[src/hw/mrc_consts.svh]
// offsets, field positions, reset values and counts of the reset controller
// assumes inclusion by bare name from the design module and the bench
`ifndef MRC_CONSTS_SVH
`define MRC_CONSTS_SVH

// apb word offsets (byte addresses)
`define MRC_OFF_PMODE0      8'h00
`define MRC_OFF_CLKCTL0     8'h04
`define MRC_OFF_STATUS      8'h08
`define MRC_OFF_VECTOR      8'h0C

// processor_mode_reg0 fields
`define MRC_PM_SEL_LO       0
`define MRC_PM_SEL_HI       1
`define MRC_PM_SWRST        3
// system_clock_ctrl_reg0 field
`define MRC_CM_WDTSEL       6
// status fields
`define MRC_ST_CAUSE_PIN    0
`define MRC_ST_CAUSE_SW     1
`define MRC_ST_CAUSE_WDT    2
`define MRC_ST_IN_RESET     8
// reset vector fields
`define MRC_VEC_WIDTH_LSB   0
`define MRC_VEC_ADDR_LSB    2

// reset values
`define MRC_RST_MODESEL     2'h0
`define MRC_RST_WDTSEL      1'h0
`define MRC_RST_CAUSE       3'h1

// hold time of a software or watchdog reset, in clock cycles
`define MRC_INT_HOLD_CYC    4'h8

`endif

[src/hw/mrc_pkg.sv]
// types of the reset controller: state enumeration and the state record
// assumes mrc_consts.svh sits beside it
`default_nettype none

package mrc_pkg;

  // sequencer states
  typedef enum logic [1:0] {
    ST_RUN,   // cpu running
    ST_HOLD,  // a source holds reset
    ST_INIT,  // cpu and registers initialised
    ST_VECT   // start address taken from the vector
  } mrc_state_t;

  // source of the last reset
  typedef enum logic [1:0] {
    SRC_PIN,
    SRC_SW,
    SRC_WDT
  } mrc_src_t;

  // state of the controller apart from the reset release flops
  typedef struct packed {
    mrc_state_t  st;          // sequencer state
    mrc_src_t    lastSrc;     // source of current/last reset
    logic [3:0]  holdCnt;     // hold counter for internal sources
    logic        pinSync1;    // reset pin sync stage 1
    logic        pinSync2;    // reset pin sync stage 2
    logic        bootSync1;   // boot mode pin sync stage 1
    logic        bootSync2;   // boot mode pin sync stage 2
    logic        yieldSync1;  // bus-yield request sync stage 1
    logic        yieldSync2;  // bus-yield request sync stage 2
    logic [1:0]  modeSel;     // processor mode select bits
    logic        wdtSel;      // watchdog reset select
    logic [2:0]  cause;       // sticky cause flags
    logic        pready;      // apb ready
    logic        pslverr;     // apb error
    logic [31:0] prdata;      // apb read data
    logic        cpuRst;      // cpu held in reset
    logic        sfrInit;     // register init pulse
    logic        cpuStart;    // fetch start pulse
    logic [31:0] startAddr;   // word-aligned start address
    logic [1:0]  busWidth;    // external bus width code
    logic        oscEn;       // main oscillator enable
    logic        cs0;         // chip select 0 level
    logic        cs2;         // chip select 2 level
    logic        wrB;         // write strobe level
    logic        rdB;         // read strobe level
    logic        ctrlOe;      // enable of strobes and selects
    logic        addrOe;      // enable of address outputs
    logic        byteLaneOe;  // enable of byte-lane output
    logic        dataOe;      // enable of data port
    logic        grant;       // bus-yield grant level
    logic        grantOe;     // enable of bus-yield grant
    logic        pullUpEn;    // pull-up enable
  } mrc_regs_t;

endpackage

`default_nettype wire

[src/hw/mrc_reset_ctrl.sv]
// reset controller: pin, software and watchdog sources, sequencer, pin states
// assumes clk at 200 MHz, rst_b as power-on reset, an apb master on the bus
//
// Behaviour
// - low reset pin enters hardware reset
// - pin low initialises pins, starts oscillator
// - cpu and registers initialised at pin rise
// - cpu fetches from vector after hardware reset
// - hardware reset leaves internal ram alone
// - ram write cut by reset is undefined
// - boot high: selects and strobes driven high
// - boot high: address undefined, data input
// - boot high: yield inputs, grant follows request
// - pull-ups not relied on before settling
// - writing software reset bit resets device
// - software reset end: init, fetch vector
// - software reset keeps processor mode bits
// - watchdog resets only when select bit set
// - watchdog reset end: init, fetch vector
// - watchdog reset keeps processor mode bits
// - vector bits 31..2 give start address
// - vector bits 1..0 select bus width
//
// Design decisions made here: register access over APB and the address map.
`include "mrc_consts.svh"
`timescale 1ns/1ps
`default_nettype none

module mrc_reset_ctrl (
  input  wire logic        clk,
  input  wire logic        rst_b,
  // apb slave
  input  wire logic        psel,
  input  wire logic        penable,
  input  wire logic        pwrite,
  input  wire logic [7:0]  paddr,
  input  wire logic [31:0] pwdata,
  output var  logic [31:0] prdata,
  output var  logic        pready,
  output var  logic        pslverr,
  // reset sources, boot strap, bus-yield request and reset vector
  input  wire logic        resetPin_b,
  input  wire logic        wdtUnderflow,
  input  wire logic        bootModePin,
  input  wire logic        busYieldReq,
  input  wire logic [31:0] resetVector,
  // cpu side
  output var  logic        cpuReset,
  output var  logic        sfrInit,
  output var  logic        cpuStart,
  output var  logic [31:0] startAddr,
  output var  logic [1:0]  busWidth,
  output var  logic [1:0]  procModeSel,
  output var  logic        oscEnable,
  // pin state control during reset
  output var  logic        chipSelect0_b,
  output var  logic        chipSelect2_b,
  output var  logic        writeStrobe_b,
  output var  logic        readStrobe_b,
  output var  logic        ctrlPinOe,
  output var  logic        addrOe,
  output var  logic        byteLaneCtrl1Oe,
  output var  logic        dataOe,
  output var  logic        busYieldGrant,
  output var  logic        busYieldGrantOe,
  output var  logic        pullUpEnable
);
  import mrc_pkg::*;

  logic        rstMeta;    // reset release stage 1
  logic        rstSync;    // released reset used by the design
  mrc_regs_t   r;          // registered state
  mrc_regs_t   next_r;     // next state
  logic        apbAccess;  // completing access phase
  logic        apbWrite;   // completing write
  logic        swFire;     // software reset request written
  logic        wdtFire;    // qualified watchdog underflow
  logic        pinLow;     // synchronised reset pin low
  logic        mapped;     // address hits a register

  // address decode, used by the error path only
  function automatic logic isMapped(input logic [7:0] a);
    isMapped = (a == `MRC_OFF_PMODE0) || (a == `MRC_OFF_CLKCTL0) ||
               (a == `MRC_OFF_STATUS) || (a == `MRC_OFF_VECTOR);
  endfunction

  // release of the power-on reset through two flops
  always_ff @(posedge clk or negedge rst_b) begin
    if (!rst_b) begin
      rstMeta <= 1'b0;
      rstSync <= 1'b0;
    end else begin
      rstMeta <= 1'b1;
      rstSync <= rstMeta;
    end
  end

  // event terms read by the next-state logic
  always_comb begin
    apbAccess = psel && penable && r.pready;
    apbWrite  = apbAccess && pwrite;
    mapped    = isMapped(paddr);
    pinLow    = !r.pinSync2;
    swFire    = apbWrite && (paddr == `MRC_OFF_PMODE0) && pwdata[`MRC_PM_SWRST];
    wdtFire   = wdtUnderflow && r.wdtSel;
  end

  // next state of the whole controller
  always_comb begin
    next_r          = r;
    // synchronisers: stage 1 read only by stage 2
    next_r.pinSync1   = resetPin_b;
    next_r.pinSync2   = r.pinSync1;
    next_r.bootSync1  = bootModePin;
    next_r.bootSync2  = r.bootSync1;
    next_r.yieldSync1 = busYieldReq;
    next_r.yieldSync2 = r.yieldSync1;
    // one-cycle pulses default low
    next_r.sfrInit    = 1'b0;
    next_r.cpuStart   = 1'b0;
    next_r.pslverr    = 1'b0;

    // apb: ready one cycle after setup, never two in a row
    next_r.pready = psel && !penable;
    if (psel && !penable) begin
      next_r.pslverr = !mapped;
      case (paddr)
        `MRC_OFF_PMODE0:  next_r.prdata = {30'h0000_0000, r.modeSel};  // request bit reads zero
        `MRC_OFF_CLKCTL0: next_r.prdata = {25'h000_0000, r.wdtSel, 6'h00};
        `MRC_OFF_STATUS:  next_r.prdata = {23'h00_0000, r.st != ST_RUN, 5'h00, r.cause};
        `MRC_OFF_VECTOR:  next_r.prdata = {r.startAddr[31:2], r.busWidth};
        default:          next_r.prdata = 32'h0000_0000;
      endcase
    end

    // register writes; processor mode bits change by software or at pin reset init
    if (apbWrite && paddr == `MRC_OFF_PMODE0) begin
      next_r.modeSel = pwdata[`MRC_PM_SEL_HI:`MRC_PM_SEL_LO];
    end
    if (apbWrite && paddr == `MRC_OFF_CLKCTL0) begin
      next_r.wdtSel = pwdata[`MRC_CM_WDTSEL];
    end
    // cause flags: write one clears, a new set below wins
    if (apbWrite && paddr == `MRC_OFF_STATUS) begin
      next_r.cause = r.cause & ~pwdata[2:0];
    end

    // oscillator starts the cycle after the synchronised pin reads low and stays on
    if (pinLow) begin
      next_r.oscEn = 1'b1;
    end

    // reset sequencer
    case (r.st)
      ST_RUN: begin
        if (pinLow || swFire || wdtFire) begin
          next_r.st     = ST_HOLD;
          next_r.cpuRst = 1'b1;
          next_r.holdCnt = `MRC_INT_HOLD_CYC;
          // pin has priority when sources coincide
          if (pinLow) begin
            next_r.lastSrc = SRC_PIN;
            next_r.cause[`MRC_ST_CAUSE_PIN] = 1'b1;
          end else if (swFire) begin
            next_r.lastSrc = SRC_SW;
            next_r.cause[`MRC_ST_CAUSE_SW] = 1'b1;
          end else begin
            next_r.lastSrc = SRC_WDT;
            next_r.cause[`MRC_ST_CAUSE_WDT] = 1'b1;
          end
        end
      end
      ST_HOLD: begin
        // nothing is initialised while the pin stays low
        if (r.holdCnt != 4'h0) begin
          next_r.holdCnt = r.holdCnt - 4'h1;
        end
        if (pinLow) begin
          // a pin reset overriding an internal one is a hardware reset
          next_r.lastSrc = SRC_PIN;
          next_r.cause[`MRC_ST_CAUSE_PIN] = 1'b1;
        end else if (r.holdCnt == 4'h0) begin
          next_r.st      = ST_INIT;
          next_r.sfrInit = 1'b1;
        end
      end
      ST_INIT: begin
        // registers take reset values; ram is outside, nothing here clears it
        next_r.wdtSel = `MRC_RST_WDTSEL;
        if (r.lastSrc == SRC_PIN) begin
          next_r.modeSel = `MRC_RST_MODESEL;
        end
        // software and watchdog resets leave modeSel alone
        next_r.st = ST_VECT;
      end
      ST_VECT: begin
        // low two bits of the address forced to zero
        next_r.startAddr = {resetVector[31:`MRC_VEC_ADDR_LSB], 2'b00};
        next_r.busWidth  = resetVector[`MRC_VEC_ADDR_LSB-1:`MRC_VEC_WIDTH_LSB];
        next_r.cpuRst    = 1'b0;
        next_r.cpuStart  = 1'b1;
        next_r.st        = ST_RUN;
      end
      default: begin
        next_r.st = ST_HOLD;
      end
    endcase

    // pin states while held: driven from the next state so they follow at once
    next_r.cs0        = 1'b1;
    next_r.cs2        = 1'b1;
    next_r.wrB        = 1'b1;
    next_r.rdB        = 1'b1;
    next_r.grant      = r.yieldSync2;
    next_r.ctrlOe     = 1'b0;
    next_r.addrOe     = 1'b0;
    next_r.byteLaneOe = 1'b0;
    next_r.dataOe     = 1'b0;
    next_r.grantOe    = 1'b0;
    // pull-ups stay off during reset, state before settling is unknown
    next_r.pullUpEn   = (next_r.st == ST_RUN);
    if (next_r.st != ST_RUN && r.bootSync2) begin
      next_r.ctrlOe     = 1'b1;
      next_r.addrOe     = 1'b1;
      next_r.byteLaneOe = 1'b1;
      next_r.grantOe    = 1'b1;
    end
    // boot low: every enable already off
  end

  // single state register, constants only under reset
  always_ff @(posedge clk or negedge rstSync) begin
    if (!rstSync) begin
      r            <= '0;
      r.st         <= ST_HOLD;
      r.lastSrc    <= SRC_PIN;
      r.cpuRst     <= 1'b1;
      r.cause      <= `MRC_RST_CAUSE;
      r.cs0        <= 1'b1;
      r.cs2        <= 1'b1;
      r.wrB        <= 1'b1;
      r.rdB        <= 1'b1;
    end else begin
      r <= next_r;
    end
  end

  // outputs straight from the state register
  always_comb begin
    prdata          = r.prdata;
    pready          = r.pready;
    pslverr         = r.pslverr;
    cpuReset        = r.cpuRst;
    sfrInit         = r.sfrInit;
    cpuStart        = r.cpuStart;
    startAddr       = r.startAddr;
    busWidth        = r.busWidth;
    procModeSel     = r.modeSel;
    oscEnable       = r.oscEn;
    chipSelect0_b   = r.cs0;
    chipSelect2_b   = r.cs2;
    writeStrobe_b   = r.wrB;
    readStrobe_b    = r.rdB;
    ctrlPinOe       = r.ctrlOe;
    addrOe          = r.addrOe;
    byteLaneCtrl1Oe = r.byteLaneOe;
    dataOe          = r.dataOe;
    busYieldGrant   = r.grant;
    busYieldGrantOe = r.grantOe;
    pullUpEnable    = r.pullUpEn;
  end

  // a low pin while running holds the cpu next cycle
  property p_pin_enters;
    @(posedge clk) disable iff (!rstSync)
      (r.st == ST_RUN && pinLow) |=> (r.cpuRst && r.st == ST_HOLD);
  endproperty
  a_pin_enters: assert property (p_pin_enters) else $error("pin low did not enter reset");

  // init pulse only once the pin is high again
  property p_init_on_rise;
    @(posedge clk) disable iff (!rstSync)
      r.sfrInit |-> (r.pinSync2 && $past(r.st) == ST_HOLD);
  endproperty
  a_init_on_rise: assert property (p_init_on_rise) else $error("init while pin low");

  // start follows init by exactly two cycles
  property p_start_after_init;
    @(posedge clk) disable iff (!rstSync)
      r.sfrInit |-> ##2 (r.cpuStart && !r.cpuRst);
  endproperty
  a_start_after_init: assert property (p_start_after_init) else $error("no start after init");

  // software request written leads to held reset
  property p_sw_reset;
    @(posedge clk) disable iff (!rstSync)
      (r.st == ST_RUN && swFire && !pinLow) |=> (r.cpuRst && r.lastSrc == SRC_SW);
  endproperty
  a_sw_reset: assert property (p_sw_reset) else $error("software reset not taken");

  // internal reset keeps processor mode across init
  property p_mode_kept;
    @(posedge clk) disable iff (!rstSync)
      (r.st == ST_INIT && r.lastSrc != SRC_PIN) |=> (r.modeSel == $past(r.modeSel));
  endproperty
  a_mode_kept: assert property (p_mode_kept) else $error("mode bits changed");

  // underflow without select bit leaves the cpu running
  property p_wdt_gated;
    @(posedge clk) disable iff (!rstSync)
      (r.st == ST_RUN && wdtUnderflow && !r.wdtSel && !pinLow && !swFire) |=> (r.st == ST_RUN);
  endproperty
  a_wdt_gated: assert property (p_wdt_gated) else $error("ungated watchdog reset");

  // start address is word aligned and matches the vector
  property p_vector_split;
    @(posedge clk) disable iff (!rstSync)
      r.cpuStart |-> (r.startAddr[1:0] == 2'b00 &&
                      r.startAddr[31:2] == $past(resetVector[31:2]) &&
                      r.busWidth == $past(resetVector[1:0]));
  endproperty
  a_vector_split: assert property (p_vector_split) else $error("vector decode wrong");

  // strobes high and data released whenever driven
  property p_strobes_high;
    @(posedge clk) disable iff (!rstSync)
      r.ctrlOe |-> (r.cs0 && r.cs2 && r.wrB && r.rdB && !r.dataOe && r.cpuRst);
  endproperty
  a_strobes_high: assert property (p_strobes_high) else $error("strobe state wrong");

  // grant mirrors the synchronised request
  property p_grant_follows;
    @(posedge clk) disable iff (!rstSync)
      r.grantOe |-> (r.grant == $past(r.yieldSync2));
  endproperty
  a_grant_follows: assert property (p_grant_follows) else $error("grant not following");

  // boot low keeps control, address and grant enables off in reset
  property p_boot_low_hiz;
    @(posedge clk) disable iff (!rstSync)
      (r.st != ST_RUN && !$past(r.bootSync2)) |-> !(r.ctrlOe || r.addrOe || r.grantOe);
  endproperty
  a_boot_low_hiz: assert property (p_boot_low_hiz) else $error("pin driven in boot low");

endmodule // mrc_reset_ctrl

`default_nettype wire

[config.mk]
export PLATFORM = sky130hd
export DESIGN_NAME = mrc_reset_ctrl
export DESIGN_NICKNAME = d
export VERILOG_FILES = /design/src/hw/mrc_pkg.sv /design/src/hw/mrc_reset_ctrl.sv
export VERILOG_INCLUDE_DIRS = /design/src /design/src/hw
export SDC_FILE = /design/constraint.sdc
export NUM_CORES = 1
export LEC_CHECK = 0
export ABC_AREA = 0
export BUFFER_PORTS_ARGS = -buffer_cell sky130_fd_sc_hd__buf_2
export CELL_PAD_IN_SITES_DETAIL_PLACEMENT = 0
export CELL_PAD_IN_SITES_GLOBAL_PLACEMENT = 1
export CORE_MARGIN = 5
export CORE_UTILIZATION = 38
export CTS_CLUSTER_SIZE = 40
export DETAILED_ROUTE_END_ITERATION = 6
export HOLD_SLACK_MARGIN = 0.03
export PLACE_DENSITY_LB_ADDON = 0.1
export SLEW_MARGIN = 5
export SYNTH_ARGS = -nofsm -noshare
export SYNTH_HDL_FRONTEND = slang
export SYNTH_SLANG_ARGS = --single-unit
[constraint.sdc]
create_clock -name clk -period 3.82 [get_ports clk]
set_clock_uncertainty 0.15 [all_clocks]
set_input_delay 0.382 -clock clk [delete_from_list [all_inputs] [get_ports clk]]
set_output_delay 0.382 -clock clk [all_outputs]
set_load 0.03 [all_outputs]
==> impl_metrics.yaml <==
floorplanning:
  die_w_microns: 116
  die_h_microns: 116
  coreArea_sq_um: 10900
  io-pin-count: 166
  initial_core_util_pct: 39.3
  fp.dieArea_sq_um: 13500
  core.rowCount: 38
final_layout:
  multi_input_area_sq_um: 1270
  final_layout_size_suffix_gt1_share_pct: 50.5
  syn2layout_area_growth_pct: 13.7
  nets: 490
  final_cells: 552
  num_antenna_cells: 0
  fillers: 1069
  ff_latch_area_sq_um: 2380
synthesis:
  ys_seq_elements: 95
  synth_ff_type: "dfrtp_1"
  syn_area_sq_um: 4290
  synth_edf_count: 0
  syn_inst: 343
  syn_avg_cell_area_sq_um: 12.5
  synth_cell_type_count: 44
  yosys_warnings: 0
  seq_area_frac_synth_pct: 55.5
  async_reset_ff_share_pct: 100
sta:
  hold-worst-slack_ps: 120
  hold_violations: 0
  slew_headroom_pct: 33.4
  tns_ps: 0
  rsz0062_at_grt: "false"
  tightestPinTransition_ps: 999
  setup_viol: 0
  drv_slew: 0
  finalCritPeriodShare_pct: 54.5
  fmax_mhz: 481
  fin_crit_ps: 2080
pwr:
  power_mw: 3.42
  p_sw_mw: 1.21
  switching_share_pct: 35.4
  peakVddDrop_uv: 287
  pwr-share-seq_pct: 41.4
  clock_power_share_pct: 27.8
  internal_power_mw: 2.21
  pwr-share-comb_pct: 30.8
  leakage_nw: 2.49
  powerDensity_nw_per_um2: 702
run:
  drv_cap: 0
drt:
  routed-via-count: 2613
  drt-met1-wl_microns: 3880
  first_pass_iters: 4
  wl_microns: 8970
  drc: 0
  wl_met2_microns: 4200
  top_layer: "met4"
  drtIter0Drc: 178
  wl_per_cell_microns: 16.2
  final_antenna_net_count: 0
  viasPerCell: 4.73
  wl_met3_microns: 718
cts:
  cts_buffers: 9
  htree_levels: 3
  cts-root-buf: "clkbuf_16"
  cts_tree: "yes"
  clk_path_buf_depth: 2
  cts_sinks: 95
  worst_skew_pair.late_latency_ps: 330
  path_clk_slew_ps: 70
global_routing:
  grt_use_total_pct: 13.7
  grt_pass1_wl_microns: 14200
  antenna_found_initial: 0
  overflow: 0
  first_global_vias: 2737
  grt_start_max_net_pins: 79
critical_path:
  worstSetupStartpointType: "input port"
  crit_type: "input port to register"
  worstSetupEndpointType: "register"
  worstPathMaxFanout: 27
  cp.arrival_ps: 2200
  critPathRequiredTime_ps: 3940
placed_design:
  finalWeightedCongestion: 0.714
  io_buffers: 131
  dpl.hpwl_microns: 6300
  dp_cells: 532
run_status:
  status: "completed"
hold_path:
  hp-class: "input port to register"
[worst max-delay path, cell delays in order]
cell     delay [ps]
buf_2           110
nor4_4          560
nand3_1         250
nor2_4          620
a22o_2          250
[flip-flops by register name, summed over array words and instances, names as in the netlist, 2 cells and up]
signal	cells
prdata	32
procModeSel	2
r	14
busWidth	2
next_r	4
startAddr	30
[power groups by stage]
stage | sequential, mW | clock (mW) | combinational [mW]
global route | 1.46 | 1.03 | 1.13
finish | 1.42 | 0.953 | 1.05
detailed placement | 1.44 | 0 | 1.07
global placement | 1.43 | 0 | 1.06
floorplan | 1.42 | 0 | 1.01
CTS | 1.42 | 0.987 | 1.07
[cells by family after synthesis]
kind of cell             count (synthesis)  synth area share (%)
flip-flops                              95                  55.5
AO/OA/AOI/OAI                           55                  10.7
adder cells (fa/ha/maj)                  2                 0.583
multiplexers                            37                  9.62
other                                    2                 0.175
buffers and inverters                   96                  15.5
AND/OR/NAND/NOR                         56                  7.96
[synth_stat cells (5+ instances only)]
cell,n,area share (%)
nand2_1,18,1.6
a21oi_1,7,0.82
o21ai_0,6,0.70
a22o_2,16,3.7
mux2_2,34,8.9
dfrtp_1,92,54
clkbuf_1,7,0.61
inv_1,6,0.52
a22o_1,11,2.2
nand3_1,7,0.82
buf_4,76,13
buf_2,5,0.58
[layout by cell type, fill, tap and decap left out, types with 6 or more instances in the layout]
cell | netlist | layout
mux2_2 | 34 | 34
buf_2 | 5 | 131
a21oi_1 | 7 | 7
nand3_1 | 7 | 7
nand2_1 | 18 | 17
conb_1 | 2 | 8
clkbuf_16 | 0 | 9
o21ai_0 | 6 | 6
a22o_2 | 16 | 16
dfrtp_1 | 92 | 91
inv_1 | 6 | 6
a22o_1 | 11 | 11
[what timing repair did]
action | 4_1_cts | 5_1_grt
gates resized for setup | 0 | 0
buffers inserted | 0 | 0
hold buffers | 4 | 0
hold endpoints to repair | 5 | 0
[routing by layer]
layer  global-route usage (%)  up-vias
met5                        0        -
met4                     5.80        0
met3                     3.94       13
met2                     21.2       83
met1                     17.9     1275
li1                         -     1242
[final cells by class]
| class | count | area share (%) |
|---|---|---|
| flip-flops and latches | 95 | 48.9 |
| multi-input cells | 158 | 26.0 |
| repair buffers | 137 | 14.6 |
| clock buffers | 12 | 5.05 |
| well taps | 140 | 3.59 |
| clock inverters | 4 | 1.44 |
| inverters | 6 | 0.462 |
[through the flow]
step / utilization (%) / setup slack [ps] / instance area [sq um]
after floorplan: - / 833 / 4320
after global placement: 41.4 / 1390 / 4520
after detailed placement: 41.4 / 1370 / 4520
after CTS: 44.6 / 1750 / 4880
after global routing: 44.6 / 1620 / 4880
final: 44.6 / 1740 / 4880
[final timing paths]
check,depth (start not counted),end,slack [ps],from
worst max-delay path,5,prdata[28]$_DFFE_PN0P_,1740,paddr[1]
worst min-delay path,2,startAddr[13]$_DFFE_PN0P_,120,resetVector[13]
worst max register to register,2,startAddr[14]$_DFFE_PN0P_,1850,r[102]$_DFF_PN0_
worst min register to register,0,next_r[2]$_DFF_PN0_,200,next_r[89]$_DFF_PN0_
max in group asynchronous,1,startAddr[31]$_DFFE_PN0P_,2340,rstSync$_DFF_PN0_
min in group asynchronous,2,rstSync$_DFF_PN0_,200,rst_b
Power figures use the tool's default switching activity.
